<file path="src/mcp_pkg.sv">
// Shared constants and types of the macrocell configuration and preload block.
// Assumes a single 200 MHz core clock and a programmer-side row port.
package mcp_pkg;

    // ************************************************************
    // Geometry
    // ************************************************************
    localparam int NUM_CELLS = 8;
    localparam int ROW_BITS = 64;
    localparam int ACW_BITS = 82;
    localparam int ADDR_W = 6;
    localparam int ARRAY_ROWS = 40;

    // ************************************************************
    // Row map
    // ************************************************************
    localparam logic [5:0] ROW_ARRAY_LAST = 6'h27;
    localparam logic [5:0] ROW_SIGNATURE = 6'h28;
    localparam logic [5:0] ROW_RSV_FIRST = 6'h29;
    localparam logic [5:0] ROW_RSV_LAST = 6'h3B;
    localparam logic [5:0] ROW_ARCH = 6'h3C;
    localparam logic [5:0] ROW_SECURITY = 6'h3D;
    localparam logic [5:0] ROW_BULK_ERASE = 6'h3F;

    // ************************************************************
    // Architecture word fields
    // ************************************************************
    localparam int ACW_POL_LSB = 0;
    localparam int ACW_CELL_LSB = 8;
    localparam int ACW_GLOBAL_BIT = 16;
    localparam int ACW_REGCAP_BIT = 17;

    // ************************************************************
    // Values after erase and readback filler
    // ************************************************************
    localparam logic [81:0] ACW_ERASED = 82'h0;
    localparam logic [63:0] ROW_ERASED = 64'h0000_0000_0000_0000;
    localparam logic [81:0] RSV_READ_VALUE = 82'h0;

    // ************************************************************
    // Power-up reset delay
    // ************************************************************
    localparam int RESET_DELAY_NS = 1000;
    localparam int CLK_PERIOD_NS = 5;
    localparam int RESET_CYCLES = RESET_DELAY_NS / CLK_PERIOD_NS;

    typedef enum logic [1:0] {
        MCP_PT_NONE = 2'b00,
        MCP_PT_EIGHT = 2'b01,
        MCP_PT_SEVEN = 2'b11
    } mcp_pt_t;

    typedef enum logic [2:0] {
        MCP_FB_NONE = 3'b000,
        MCP_FB_ADJ = 3'b001,
        MCP_FB_REG = 3'b011,
        MCP_FB_PIN = 3'b010
    } mcp_fb_t;

endpackage

</file>
<file path="src/mcp_row_if.sv">
// Row access bundle between the controller and the array memory.
// Assumes one clock; read data returns one cycle after the request.
`timescale 1ns/1ps
interface mcp_row_if;
    logic wr_en;
    logic clr_all;
    logic [5:0] addr;
    logic [63:0] wdata;
    logic [63:0] rdata;

    modport ctrl (
        output wr_en,
        output clr_all,
        output addr,
        output wdata,
        input rdata
    );
    modport mem (
        input wr_en,
        input clr_all,
        input addr,
        input wdata,
        output rdata
    );
endinterface

</file>
<file path="src/mcp_array_mem.sv">
// User array of forty 64-bit rows with registered read data.
// Assumes the caller has already filtered secured and out-of-range rows.
`timescale 1ns/1ps
module mcp_array_mem #(
    parameter int ROWS = mcp_pkg::ARRAY_ROWS
) (
    input wire logic core_clk,
    input wire logic sys_rst,
    mcp_row_if.mem row
);
    logic [63:0] mem_q [ROWS];

    always_ff @(posedge core_clk or posedge sys_rst) begin
        if (sys_rst) begin
            row.rdata <= mcp_pkg::ROW_ERASED;
        end else begin
            row.rdata <= mem_q[row.addr];
        end
    end

    // ************************************************************
    // Storage, one word per row
    // ************************************************************
    for (genvar i = 0; i < ROWS; i++) begin : g_row
        always_ff @(posedge core_clk) begin
            if (row.clr_all) begin
                mem_q[i] <= mcp_pkg::ROW_ERASED;
            end else if (row.wr_en && row.addr == 6'(i)) begin
                mem_q[i] <= row.wdata;
            end
        end
    end
endmodule

</file>
<file path="src/mcp_cell_decode.sv">
// Decode of one output macrocell from its architecture bits.
// Assumes the top feeds the registered-capability bit as global for edge cells.
`timescale 1ns/1ps
module mcp_cell_decode (
    input wire logic global_bit,
    input wire logic cell_bit,
    input wire logic neighbour_bit,
    input wire logic regcap,
    input wire logic edge_cell,
    output mcp_pkg::mcp_pt_t pt_sel,
    output mcp_pkg::mcp_fb_t fb_sel,
    output logic is_reg,
    output logic oe_common,
    output logic oe_pterm,
    output logic oe_always,
    output logic oe_off
);
    wire logic combo_on = !global_bit && !cell_bit;
    wire logic dis_cell = !global_bit && cell_bit;
    wire logic reg_mode = global_bit && !cell_bit && !regcap && !edge_cell;
    wire logic pt_mode = global_bit && cell_bit;
    // Registered capability set, or an edge cell, with global on and cell off: output dead, no feedback
    wire logic dead = global_bit && !cell_bit && (regcap || edge_cell);

    assign is_reg = reg_mode;
    assign oe_common = reg_mode;
    assign oe_pterm = pt_mode;
    assign oe_always = combo_on;
    assign oe_off = dis_cell || dead;
    assign pt_sel = pt_mode ? mcp_pkg::MCP_PT_SEVEN :
                    (combo_on || reg_mode) ? mcp_pkg::MCP_PT_EIGHT :
                    mcp_pkg::MCP_PT_NONE;
    assign fb_sel = reg_mode ? mcp_pkg::MCP_FB_REG :
                    pt_mode ? mcp_pkg::MCP_FB_PIN :
                    (!global_bit && neighbour_bit) ? mcp_pkg::MCP_FB_ADJ :
                    mcp_pkg::MCP_FB_NONE;
endmodule

</file>
<file path="src/mcp_top.sv">
// Macrocell configuration, row programming map and register preload.
// Assumes a programmer drives the row port and a tester the preload pins,
// all synchronous to core_clk; sum terms arrive already evaluated.
`timescale 1ns/1ps

// Notes on behaviour
// Each output has its own polarity bit: 0 active low, 1 active high.
// Both arch bits zero: 8-term combinational output, always on.
// Global zero, cell one: output high impedance, adjacent or no feedback.
// Global one, cell zero, no capability: registered 8-term, common enable.
// Both arch bits one: 7-term combinational, eighth term drives enable.
// Capability, global one, cell zero: output off, no feedback.
// Sixty-four row addresses; rows 0-39 hold 64-bit array data.
// Row 40 holds a 64-bit signature, always readable.
// Rows 41-59 reserved, neither programmable nor readable.
// Row 60 holds the 82-bit architecture word.
// Security set blocks program and readback of rows 0-39.
// Security clears only through bulk erase with the array; sys_rst also clears it here and leaves the array intact.
// Row 63 erases array, architecture, signature and security.
// Preload forces each registered output high or low synchronously.
// Preload enable opens serial pins; one bit per shift clock rise.
// Chain holds only registered macrocells.
// Chain fills from bottom registered macrocell upward.
// Power-up clears every register within the reset delay.
// Outside party waits for setup before clocking after power-up.
// Outermost cells use capability bit instead of global bit.
// Registered cells use the common output enable pin.
// Reserved rows ignore writes and read a fixed value.
module mcp_top #(
    parameter int CELLS = mcp_pkg::NUM_CELLS,
    parameter int RESET_CYCLES = mcp_pkg::RESET_CYCLES
) (
    input wire logic core_clk,
    input wire logic sys_rst,
    input wire logic logic_clk_en,
    input wire logic [CELLS-1:0] sum_eight,
    input wire logic [CELLS-1:0] sum_seven,
    input wire logic [CELLS-1:0] pterm_oe,
    input wire logic common_oe_n,
    input wire logic [CELLS-1:0] pin_in,
    output logic [CELLS-1:0] out_pin,
    output logic [CELLS-1:0] out_oe_n,
    output logic [CELLS-1:0] feedback,
    output logic ready,
    input wire logic prog_wr,
    input wire logic prog_rd,
    input wire logic [5:0] prog_addr,
    input wire logic [81:0] prog_wdata,
    output logic [81:0] prog_rdata,
    output logic prog_rvalid,
    output logic prog_refused,
    output logic secured,
    input wire logic preload_enable_pin,
    input wire logic preload_shift_clock,
    input wire logic serial_in,
    output logic serial_out,
    output logic serial_out_oe_n
);
    // ************************************************************
    // Configuration storage
    // ************************************************************
    logic [81:0] acw_q;
    logic [63:0] sig_q;
    logic sec_q;
    logic [CELLS-1:0] reg_q;
    logic [CELLS-1:0] reg_d;
    logic [15:0] rst_cnt_q;
    logic ready_q;
    logic shclk_q;
    logic rd_pend_q;
    logic [5:0] rd_addr_q;
    logic [81:0] rdata_q;
    logic refused_q;

    mcp_row_if row ();

    mcp_array_mem u_mem (
        .core_clk(core_clk),
        .sys_rst(sys_rst),
        .row(row)
    );

    // ************************************************************
    // Row decode
    // ************************************************************
    wire logic is_array = prog_addr <= mcp_pkg::ROW_ARRAY_LAST;
    wire logic is_sig = prog_addr == mcp_pkg::ROW_SIGNATURE;
    wire logic is_arch = prog_addr == mcp_pkg::ROW_ARCH;
    wire logic is_sec = prog_addr == mcp_pkg::ROW_SECURITY;
    wire logic is_erase = prog_addr == mcp_pkg::ROW_BULK_ERASE;
    wire logic array_ok = is_array && !sec_q;
    wire logic wr_go = prog_wr && ready_q;
    wire logic erase_go = wr_go && is_erase;
    wire logic rd_go = prog_rd && ready_q && !prog_wr;
    wire logic bad_acc = (wr_go && is_array && sec_q) ||
                         (rd_go && is_array && sec_q);

    assign row.wr_en = wr_go && array_ok;
    assign row.clr_all = erase_go;
    assign row.addr = prog_addr;
    assign row.wdata = prog_wdata[63:0];

    always_ff @(posedge core_clk or posedge sys_rst) begin
        if (sys_rst) begin
            acw_q <= mcp_pkg::ACW_ERASED;
            sig_q <= mcp_pkg::ROW_ERASED;
            sec_q <= 1'b0;
        end else if (erase_go) begin
            acw_q <= mcp_pkg::ACW_ERASED;
            sig_q <= mcp_pkg::ROW_ERASED;
            sec_q <= 1'b0;
        end else if (wr_go) begin
            // Reserved rows fall through and change nothing
            if (is_arch) begin
                acw_q <= prog_wdata;
            end
            if (is_sig) begin
                sig_q <= prog_wdata[63:0];
            end
            if (is_sec && prog_wdata[0]) begin
                sec_q <= 1'b1;
            end
        end
    end

    // ************************************************************
    // Readback, two cycles after the request
    // ************************************************************
    wire logic [81:0] sel_rdata =
        (rd_addr_q <= mcp_pkg::ROW_ARRAY_LAST) ? {18'h0_0000, row.rdata} :
        (rd_addr_q == mcp_pkg::ROW_SIGNATURE) ? {18'h0_0000, sig_q} :
        (rd_addr_q == mcp_pkg::ROW_ARCH) ? acw_q :
        (rd_addr_q == mcp_pkg::ROW_SECURITY) ? {81'h0, sec_q} :
        mcp_pkg::RSV_READ_VALUE;

    always_ff @(posedge core_clk or posedge sys_rst) begin
        if (sys_rst) begin
            rd_pend_q <= 1'b0;
            rd_addr_q <= 6'h00;
            refused_q <= 1'b0;
        end else begin
            rd_pend_q <= rd_go && !(is_array && sec_q);
            rd_addr_q <= prog_addr;
            refused_q <= bad_acc;
        end
    end

    always_ff @(posedge core_clk or posedge sys_rst) begin
        if (sys_rst) begin
            rdata_q <= mcp_pkg::RSV_READ_VALUE;
        end else if (rd_pend_q) begin
            rdata_q <= sel_rdata;
        end
    end

    assign prog_rdata = rdata_q;
    assign prog_refused = refused_q;
    assign secured = sec_q;

    always_ff @(posedge core_clk or posedge sys_rst) begin
        if (sys_rst) begin
            prog_rvalid <= 1'b0;
        end else begin
            prog_rvalid <= rd_pend_q;
        end
    end

    // ************************************************************
    // Power-up reset delay
    // ************************************************************
    // Registers are held low until the count ends; clocking earlier
    // is the outside party's responsibility.
    always_ff @(posedge core_clk or posedge sys_rst) begin
        if (sys_rst) begin
            rst_cnt_q <= 16'h0000;
            ready_q <= 1'b0;
        end else if (!ready_q) begin
            rst_cnt_q <= rst_cnt_q + 16'h0001;
            ready_q <= rst_cnt_q == 16'(RESET_CYCLES - 1);
        end
    end
    assign ready = ready_q;

    // ************************************************************
    // Per-cell decode
    // ************************************************************
    wire logic regcap = acw_q[mcp_pkg::ACW_REGCAP_BIT];
    wire logic glob = acw_q[mcp_pkg::ACW_GLOBAL_BIT];
    logic [CELLS-1:0] is_reg;
    logic [CELLS-1:0] oe_common;
    logic [CELLS-1:0] oe_pterm;
    logic [CELLS-1:0] oe_always;
    logic [CELLS-1:0] oe_off;
    logic [CELLS-1:0] in_chain;
    mcp_pkg::mcp_fb_t fb_sel [CELLS];

    for (genvar i = 0; i < CELLS; i++) begin : g_cell
        localparam bit EDGE = (i == 0) || (i == CELLS - 1);
        localparam int NB = (i == 0) ? 1 : i - 1;
        wire logic cbit = acw_q[mcp_pkg::ACW_CELL_LSB + i];
        wire logic nbit = acw_q[mcp_pkg::ACW_CELL_LSB + NB];
        wire logic pol = acw_q[mcp_pkg::ACW_POL_LSB + i];
        wire logic gsel = EDGE ? regcap : glob;
        wire logic comb_val = oe_pterm[i] ? sum_seven[i] : sum_eight[i];
        // Polarity is applied ahead of the register
        wire logic d_pol = pol ? !sum_eight[i] : sum_eight[i];
        wire logic en = oe_always[i] ||
                        (oe_common[i] && !common_oe_n) ||
                        (oe_pterm[i] && pterm_oe[i]);

        mcp_cell_decode u_dec (
            .global_bit(gsel),
            .cell_bit(cbit),
            .neighbour_bit(nbit),
            .regcap(regcap),
            .edge_cell(EDGE),
            .pt_sel(),
            .fb_sel(fb_sel[i]),
            .is_reg(is_reg[i]),
            .oe_common(oe_common[i]),
            .oe_pterm(oe_pterm[i]),
            .oe_always(oe_always[i]),
            .oe_off(oe_off[i])
        );

        // Polarity 1 passes the sum, 0 inverts it; a registered pin shows
        // the inverse of its bit, so a cleared one reads high
        assign out_pin[i] = is_reg[i] ? !reg_q[i]
                                      : (pol ? comb_val : !comb_val);
        assign out_oe_n[i] = !(en && !oe_off[i]);
        assign feedback[i] =
            (fb_sel[i] == mcp_pkg::MCP_FB_REG) ? reg_q[i] :
            (fb_sel[i] == mcp_pkg::MCP_FB_PIN) ? pin_in[i] :
            (fb_sel[i] == mcp_pkg::MCP_FB_ADJ) ? pin_in[NB] : 1'b0;
        assign in_chain[i] = is_reg[i];

        // Chain input: next registered cell below, else the serial pin
        logic below;
        always_comb begin
            below = serial_in;
            for (int k = 0; k < i; k++) begin
                if (in_chain[k]) begin
                    below = reg_q[k];
                end
            end
        end
        assign reg_d[i] = preload_enable_pin ? below : d_pol;
    end

    // ************************************************************
    // Macrocell registers and preload shift
    // ************************************************************
    wire logic shift_rise = preload_shift_clock && !shclk_q;
    // Lowest registered cell, the one the serial pin feeds
    wire logic [CELLS-1:0] chain_low = in_chain & (-in_chain);
    wire logic [CELLS-1:0] load_en = preload_enable_pin ?
        (shift_rise ? in_chain : '0) :
        (logic_clk_en ? is_reg : '0);

    always_ff @(posedge core_clk or posedge sys_rst) begin
        if (sys_rst) begin
            shclk_q <= 1'b0;
        end else begin
            shclk_q <= preload_shift_clock;
        end
    end

    for (genvar i = 0; i < CELLS; i++) begin : g_reg
        always_ff @(posedge core_clk or posedge sys_rst) begin
            if (sys_rst) begin
                reg_q[i] <= 1'b0;
            end else if (!ready_q) begin
                reg_q[i] <= 1'b0;
            end else if (load_en[i]) begin
                reg_q[i] <= reg_d[i];
            end
        end
    end

    // Top registered cell leaves the chain on the serial output
    logic top_bit;
    always_comb begin
        top_bit = serial_in;
        for (int k = 0; k < CELLS; k++) begin
            if (in_chain[k]) begin
                top_bit = reg_q[k];
            end
        end
    end
    assign serial_out = top_bit;
    assign serial_out_oe_n = !preload_enable_pin;
endmodule

</file>
<file path="config.mk">
export PLATFORM = sky130hd
export DESIGN_NAME = mcp_top
export DESIGN_NICKNAME = d
export VERILOG_FILES = /design/src/mcp_pkg.sv /design/src/mcp_row_if.sv /design/src/mcp_array_mem.sv /design/src/mcp_cell_decode.sv /design/src/mcp_top.sv
export SDC_FILE = /design/constraint.sdc
export NUM_CORES = 2
export LEC_CHECK = 0
export ABC_AREA = 1
export BUFFER_PORTS_ARGS = -buffer_cell sky130_fd_sc_hd__buf_2
export CORE_MARGIN = 2
export CORE_UTILIZATION = 40
export CTS_CLUSTER_DIAMETER = 50
export CTS_CLUSTER_SIZE = 10
export DETAILED_ROUTE_END_ITERATION = 10
export SLEW_MARGIN = 15
export SYNTH_ARGS = -nofsm -noshare
export SYNTH_HDL_FRONTEND = slang
export SYNTH_SLANG_ARGS = --single-unit
</file>
<file path="constraint.sdc">
create_clock -name core_clk -period 8.9 [get_ports core_clk]
set_input_delay 0.445 -clock core_clk [delete_from_list [all_inputs] [get_ports core_clk]]
set_output_delay 0.445 -clock core_clk [all_outputs]
set_load 0.1 [all_outputs]
</file>
Word level (Yosys, flattened, before mapping)
Memory sizes are Yosys's and may differ from the RTL's. A register that Yosys moved wholly into a read port is not among the register bits.
Index checks and enable logic that the tools add are counted.
{"block": "totals", "mem_bits_rw": 2560, "input_bits": 129, "memories": 1, "register_bits": 264}
{"name": "u_mem.mem_q", "words": 40, "word_bits": 64, "read_ports": 1, "rd_ports_with_merged_regs": 1, "write_ports": 40, "line": "mcp_array_mem.sv:11", "text": "logic [63:0] mem_q [ROWS];"}
{"block": "op_classes", "add_sub_neg": 1, "n_reduce_logical": 208, "magnitude_cmp": 2, "n_eq_ne": 79, "mux": 285, "bitwise_logic": 40}
{"cell": "two-way mux 64 bit", "count": 43}
{"cell": "two-way mux 82 bit", "count": 6}
{"cell": "two-way mux 1 bit", "count": 219}
{"cell": "logical AND 1 bit", "count": 123}
{"cell": "equality test 6 x 5 -> 1 bit, second input constant", "count": 16}
{"cell": "equality test 6 bit, second input constant", "count": 15}
{"cell": "zero test 1 bit", "count": 54}
{"cell": "equality test 3 x 2 -> 1 bit, second input constant", "count": 16}
{"cell": "equality test 6 x 4 -> 1 bit, second input constant", "count": 8}
{"cell": "two-way mux 3 bit", "count": 14}
{"cell": "bitwise OR 1 bit", "count": 40}
{"cell": "equality test 3 x 1 -> 1 bit, second input constant", "count": 8}
{"cell": "equality test 6 x 3 -> 1 bit, second input constant", "count": 4}
{"cell": "logical OR 1 bit", "count": 23}
{"cell": "two-way mux 7 bit", "count": 3}
{"cell": "adder 16 x 1 -> 16 bit, second input constant", "count": 1}
{"cell": "equality test 16 x 8 -> 1 bit, second input constant", "count": 1}
{"cell": "inequality test 2 x 1 -> 1 bit, second input constant", "count": 8}
{"cell": "equality test 6 x 2 -> 1 bit, second input constant", "count": 2}
{"cell": "less-or-equal comparator 6 bit, second input constant", "count": 2}
{"cell": "nonzero test 2 bit", "count": 4}
{"cell": "equality test 6 x 1 -> 1 bit, second input constant", "count": 1}
{"cell": "zero test 6 bit", "count": 1}
{"cell": "AND reduction 2 bit", "count": 3}

Depth between registers and ports, before layout
{"block": "logic_depth", "word_depth": 12, "depth_mapped": 15, "depth_no_buf": 13}

Cells and area by module
From an unflattened synthesis, not the netlist that was laid out.
{"block": "unflattened", "cells_unflattened": 14019, "area_unflattened_um2": 129715.7}
{"mod": "mcp_array_mem", "area_per_inst_um2": 117141.1, "instances": 1, "cells_each": 12458}
{"mod": "mcp_top", "area_per_inst_um2": 11713.7, "instances": 1, "cells_each": 1361}
{"mod": "mcp_cell_decode", "area_per_inst_um2": 107.6, "instances": 8, "cells_each": 25}

Worst setup path before layout
Ideal clock, no wire load.
{"block": "synth_path", "kind": "flip-flop to output port", "startpoint": "reg acw_q[16]", "endpoint": "out feedback[2]", "path_buffers": 2, "t_required_ps": 8455, "t_arrival_ps": 4204, "path_stages_with_launch": 4, "path_slack_ps": 4251, "cell_sequence": "dfrtp_1 buf_2 clkbuf_1 o311ai_0"}
{"block": "synth_between", "elab_chain_cells": 9, "word_cells_on_any_way": 14}
{"element": "from (decl)", "line": "mcp_top.sv:62", "text": "logic [81:0] acw_q;"}
{"element": "from (signal assigned)", "line": "mcp_top.sv:105", "text": "acw_q <= mcp_pkg::ACW_ERASED;"}
{"element": "from (signal assigned)", "line": "mcp_top.sv:109", "text": "acw_q <= mcp_pkg::ACW_ERASED;"}
{"element": "from (signal assigned)", "line": "mcp_top.sv:115", "text": "acw_q <= prog_wdata;"}
{"element": "zero test 1 bit", "line": "mcp_cell_decode.sv:35", "text": "(!global_bit && neighbour_bit) ? mcp_pkg::MCP_FB_ADJ :"}
{"element": "logical AND 1 bit", "line": "mcp_cell_decode.sv:35"}
{"element": "two-way mux 1 bit", "line": "mcp_cell_decode.sv:35"}
{"element": "two-way mux 3 bit", "line": "mcp_cell_decode.sv:34", "text": "pt_mode ? mcp_pkg::MCP_FB_PIN :"}
{"element": "two-way mux 3 bit (*)", "line": "mcp_cell_decode.sv:33", "text": "assign fb_sel = reg_mode ? mcp_pkg::MCP_FB_REG :"}
{"element": "equality test 3 x 1 -> 1 bit", "line": "mcp_top.sv:234", "text": "(fb_sel[i] == mcp_pkg::MCP_FB_ADJ) ? pin_in[NB] : 1'b0;"}
{"element": "two-way mux 1 bit", "line": "mcp_top.sv:234"}
{"element": "two-way mux 1 bit", "line": "mcp_top.sv:233", "text": "(fb_sel[i] == mcp_pkg::MCP_FB_PIN) ? pin_in[i] :"}
{"element": "two-way mux 1 bit (*)", "line": "mcp_top.sv:232", "text": "(fb_sel[i] == mcp_pkg::MCP_FB_REG) ? reg_q[i] :"}
{"element": "to (decl)", "line": "mcp_top.sv:43", "text": "output logic [CELLS-1:0] feedback,"}
Mark *: on every way between the ends. The rest lies on a longest branch, timed or not.

Final worst setup path
{"block": "layout_path", "startpoint": "reg ready_q, in the netlist ready", "endpoint": "reg sig_q[5]"}
{"block": "layout_between", "elab_chain_cells": 4, "word_cells_on_any_way": 6}
{"element": "from (decl)", "line": "mcp_top.sv:68", "text": "logic ready_q;"}
{"element": "from (signal assigned)", "line": "mcp_top.sv:179", "text": "ready_q <= rst_cnt_q == 16'(RESET_CYCLES - 1);"}
{"element": "logical AND 1 bit (*)", "line": "mcp_top.sv:92", "text": "wire logic wr_go = prog_wr && ready_q;"}
{"element": "logical AND 1 bit", "line": "mcp_top.sv:93", "text": "wire logic erase_go = wr_go && is_erase;"}
{"element": "nonzero test 2 bit (no source line)"}
{"element": "AND reduction 2 bit (no source line)"}
{"element": "to (signal assigned)", "line": "mcp_top.sv:106", "text": "sig_q <= mcp_pkg::ROW_ERASED;"}
{"element": "to (signal assigned)", "line": "mcp_top.sv:110", "text": "sig_q <= mcp_pkg::ROW_ERASED;"}
{"element": "to (signal assigned)", "line": "mcp_top.sv:118", "text": "sig_q <= prog_wdata[63:0];"}
{"element": "to (decl)", "line": "mcp_top.sv:63", "text": "logic [63:0] sig_q;"}
Marks and branches as above.
A chain may end at the register's enable or synchronous reset.

==> impl_metrics.csv <==
group,metric,value,unit
drt,drc,0,
layout,area_delta_synth_final,12.08,%
sta,period_needed,5.069,ns
placement,post_dp_cell_area,124100,sq um
layout,final_area,134800,sq um
clock_tree,clk_pin_slew,0.06,ns
synth,yosys-top-cells-area,"edfxtp_1 (64%), nor2_1 (8.3%), a22oi_1 (7.9%)",
grt,antenna_found_initial,25,
layout,final_core_util,0.4501,
sta,setup_viol,0,
drt,detail_route.wl_per_cell,32.11,microns
hold_path,min_from,"prog_addr[2]",
drt,vias_per_cell,6.194,
setup_path,worstPathMaxFanout,89,
drt,routed_wl,453000,microns
layout,layout.cells.non_filler,14109,
clock_tree,cts_sinks,2887,
placement,dp_cells,13515,
clock_tree,cts-root-buf,"clkbuf_16",
synth,synth.largest_area_cell,"edfxtp_1",
clock_tree,clock_latency,0.90,ns
power,power_density,219.0,nW/um^2
floorplanning,die-area,305100,sq um
clock_tree,cts_buffer_depth,4,
placement,hpwl,255100,microns
placement,numPortBuffers,240,
setup_path,crit_required,9.61,ns
setup_path,slowest_delay,1.00,ns
synth,yosysUniqueCellTypes,44,
synth,syn_nets,10255,
grt,grt_pass1_vias,84703,
sta,fin_crit_sh,0.5696,
synth,synth_seq_cells,2887,
layout,fillCellCount,26999,
sta,slew_violations,0,
grt,grt_pass1_wl,632600,microns
setup_path,slowest_stage,"buf_4",
drt,vias,87396,
hold_path,hold_class,"primary input to flop",
setup_path,crit_chain,"buf_4 > nand2_1 > inv_2 > nand3_4 > buf_4 > nand2_1 > inv_4 > buf_4 > o21ai_0",
synth,ys_seq_area_frac,0.7072,
grt,grt-ovfl-total,0,
clock_tree,cts-htree-levels,5,
grt,grt_max_degree,156,
sta,rsz0062_at_grt,"no",
setup_path,reg2reg_setup_slack,3.83,ns
sta,hold_violations,0,
sta,finClkSkew,0.05777,ns
clock_tree,cts_tree,"built",
layout,drive_gt1_frac,0.1078,
sta,timing_worst_slew_pin_value,1.310,ns
drt,firstDrtPassIters,9,
setup_path,worstPathArrival,5.78,ns
hold_path,holdPathEnd,"rd_addr_q[2]",
sta,hold_ws,0.04026,ns
layout,nets,10081,
clock_tree,numCtsBuffers,348,
sta,relSlewSlack,0.1260,
drt,final_antenna_net_count,0,
floorplanning,initial_core_util,0.4016,
setup_path,rr_startpoint,"ready",
status,status,"complete, no violations",
setup_path,reg2reg_depth,9,
synth,synth.top_cell.area_share,0.6391,
setup_path,r2r-end,"sig_q[5]",
run,drv_cap,0,
floorplanning,row_count,201,
hold_path,holdPathStages,1,
sta,fmax,197.3,MHz
power,ir_worst_vdd,0.1636,mV
placement,gp_congestion,0.8995,
sta,tns,0,ns
synth,syn_area_per_cell,11.88,sq um
power,leakage,44.52,nW
grt,track_usage,0.2876,
drt,drtIter0Drc,14878,
synth,yosysWarnings,0,
setup_path,criticalPathCategory,"flop to flop",
floorplanning,fp.dieH,552.4,microns
setup_path,cpMostUsedCell,"buf_4",
floorplanning,io_pins,241,
synth,synthCells,10121,
floorplanning,die_w,552.4,microns
synth,netlist_area,120300,sq um
setup_path,crit_path_end_kind,"flop",
floorplanning,fp.coreArea,299500,sq um
setup_path,worstSetupStartpointType,"flop",
==> worst max-delay path by stage <==
stage	to	cells after the start	from
2_1_floorplan	acw_q[0]	1	sys_rst
3_3_place_gp	sig_q[60]	9	prog_addr[2]
5_1_grt	sig_q[13]	9	ready
4_1_cts	u_mem.mem_q[35][63]	8	ready
6_report	sig_q[5]	9	ready
3_5_place_dp	u_mem.mem_q[38][50]	8	prog_addr[2]
==> repair_timing <==
action                                 4_1_cts  5_1_grt
resized for setup                            0        0
buffers inserted                             0        0
hold buffers                                39        0
endpoints found under the hold margin      172        0
==> final cells by class <==
cell class / instances / area (sq um) / share of cell area
Sequential cell: 2887 / 85060 / 0.6310
Multi-Input combinational cell: 6135 / 31080 / 0.2306
Clock buffer: 500 / 9610 / 0.07129
Tap cell: 3958 / 4952 / 0.03673
Timing Repair Buffer: 436 / 2949 / 0.02188
Clock inverter: 46 / 573.1 / 0.004251
Inverter: 139 / 564.3 / 0.004186
Antenna cell: 8 / 20.02 / 0.0001485
==> placed cells by master (no fill, tap or decap), types with 8 or more instances in the layout <==
| cell type | instances |
|---|---|
| nand2_1 | 737 |
| inv_6 | 8 |
| buf_2 | 238 |
| or2_2 | 124 |
| nand2_8 | 14 |
| clkinv_2 | 14 |
| o21ai_1 | 47 |
| diode_2 | 8 |
| edfxtp_1 | 2560 |
| clkbuf_1 | 129 |
| nand3_1 | 286 |
| nand2_2 | 52 |
| dfrtp_1 | 326 |
| inv_1 | 116 |
| or2_1 | 8 |
| dlygate4sd3_1 | 39 |
| nor3_1 | 11 |
| nor2_1 | 2656 |
| clkbuf_16 | 357 |
| buf_12 | 12 |
| buf_4 | 145 |
| o31ai_1 | 64 |
| xor2_1 | 14 |
| clkinv_1 | 17 |
| a22oi_1 | 1273 |
| o21ai_0 | 183 |
| nand4_1 | 13 |
| a21oi_1 | 458 |
| nand2_4 | 67 |
| clkbuf_8 | 14 |
| bufinv_16 | 9 |
| xnor2_1 | 8 |
| a31oi_1 | 72 |
==> worst max-delay path: cells and delay by family (launching register included) <==
kind / cells / cell delay [ns]
AND/OR/NAND/NOR: 3 / 1.40
flip-flops: 1 / 0.35
buffers and inverters: 5 / 2.72
AO/OA/AOI/OAI: 1 / 0.20
==> flip-flops by register name, indices dropped and copies added (netlist names), 6 cells and up <==
name and count:
sig_q 64, prog_rdata 82, u_mem.mem_q 2560, rd_addr_q 6, rst_cnt_q 16, acw_q 82, reg_q 7, u_mem.row.rdata 64
==> where the power goes <==
group          total, mW  internal, mW  switching [mW]
logic               1.71         0.398            1.32
registers           14.6          14.6          0.0209
clock network       13.2          7.69            5.52
total               29.5          22.7            6.85
==> synth_stat cells, drive strengths merged <==
cell type and n:
nor2 2662, xor2 14, a22oi 1273, ha 5
xnor2 8, edfxtp 2560, o2111ai 1, o22ai 7
a211oi 1, o211ai 2, a21oi 458, or2 132
nor3 14, inv 129, nand4 13, o21bai 2
nand3b 2, a311oi 1, o311ai 1, o31ai 64
clkinv 10, nand2 870, dfrtp 327, nand3 288
clkbuf 411, mux2i 5, nor4 7, buf 549
nor3b 1, o21ai 232, a31oi 72
==> cells by family (layout without fill, tap and decap cells) <==
logic type | after synthesis | in the layout | synth area share
and+or+nand+nor | 3989 | 3989 | 0.1318
DFF | 2887 | 2887 | 0.7072
xor gates and xnor gates | 22 | 22 | 0.001602
other | 0 | 8 | 0
buffers and inverters | 1099 | 1121 | 0.04160
muxes | 5 | 5 | 0.0004161
adders and majority gates | 5 | 5 | 0.0005201
AOI/OAI and AO/OA | 2114 | 2114 | 0.1169
==> metal layers <==
layer  track usage  part of all wire  routed length [microns]  up-vias
met2        0.4404              0.45                   202600     6586
met1        0.3706              0.36                   163500    43806
met3       0.06584              0.12                    54540     1180
li1              -                 -                        -    35806
met5             0           0.00022                      100        -
met4        0.1784             0.071                    32330       18
==> stage by stage <==
step	total power, mW	setup slack [ns]
detailed placement	16.53	3.685
finish	29.53	3.831
CTS	29.46	4.052
global placement	16.52	3.618
floorplan	15.77	4.090
global route	30.07	3.647
Note: power is estimated with default switching activity, not from simulation.
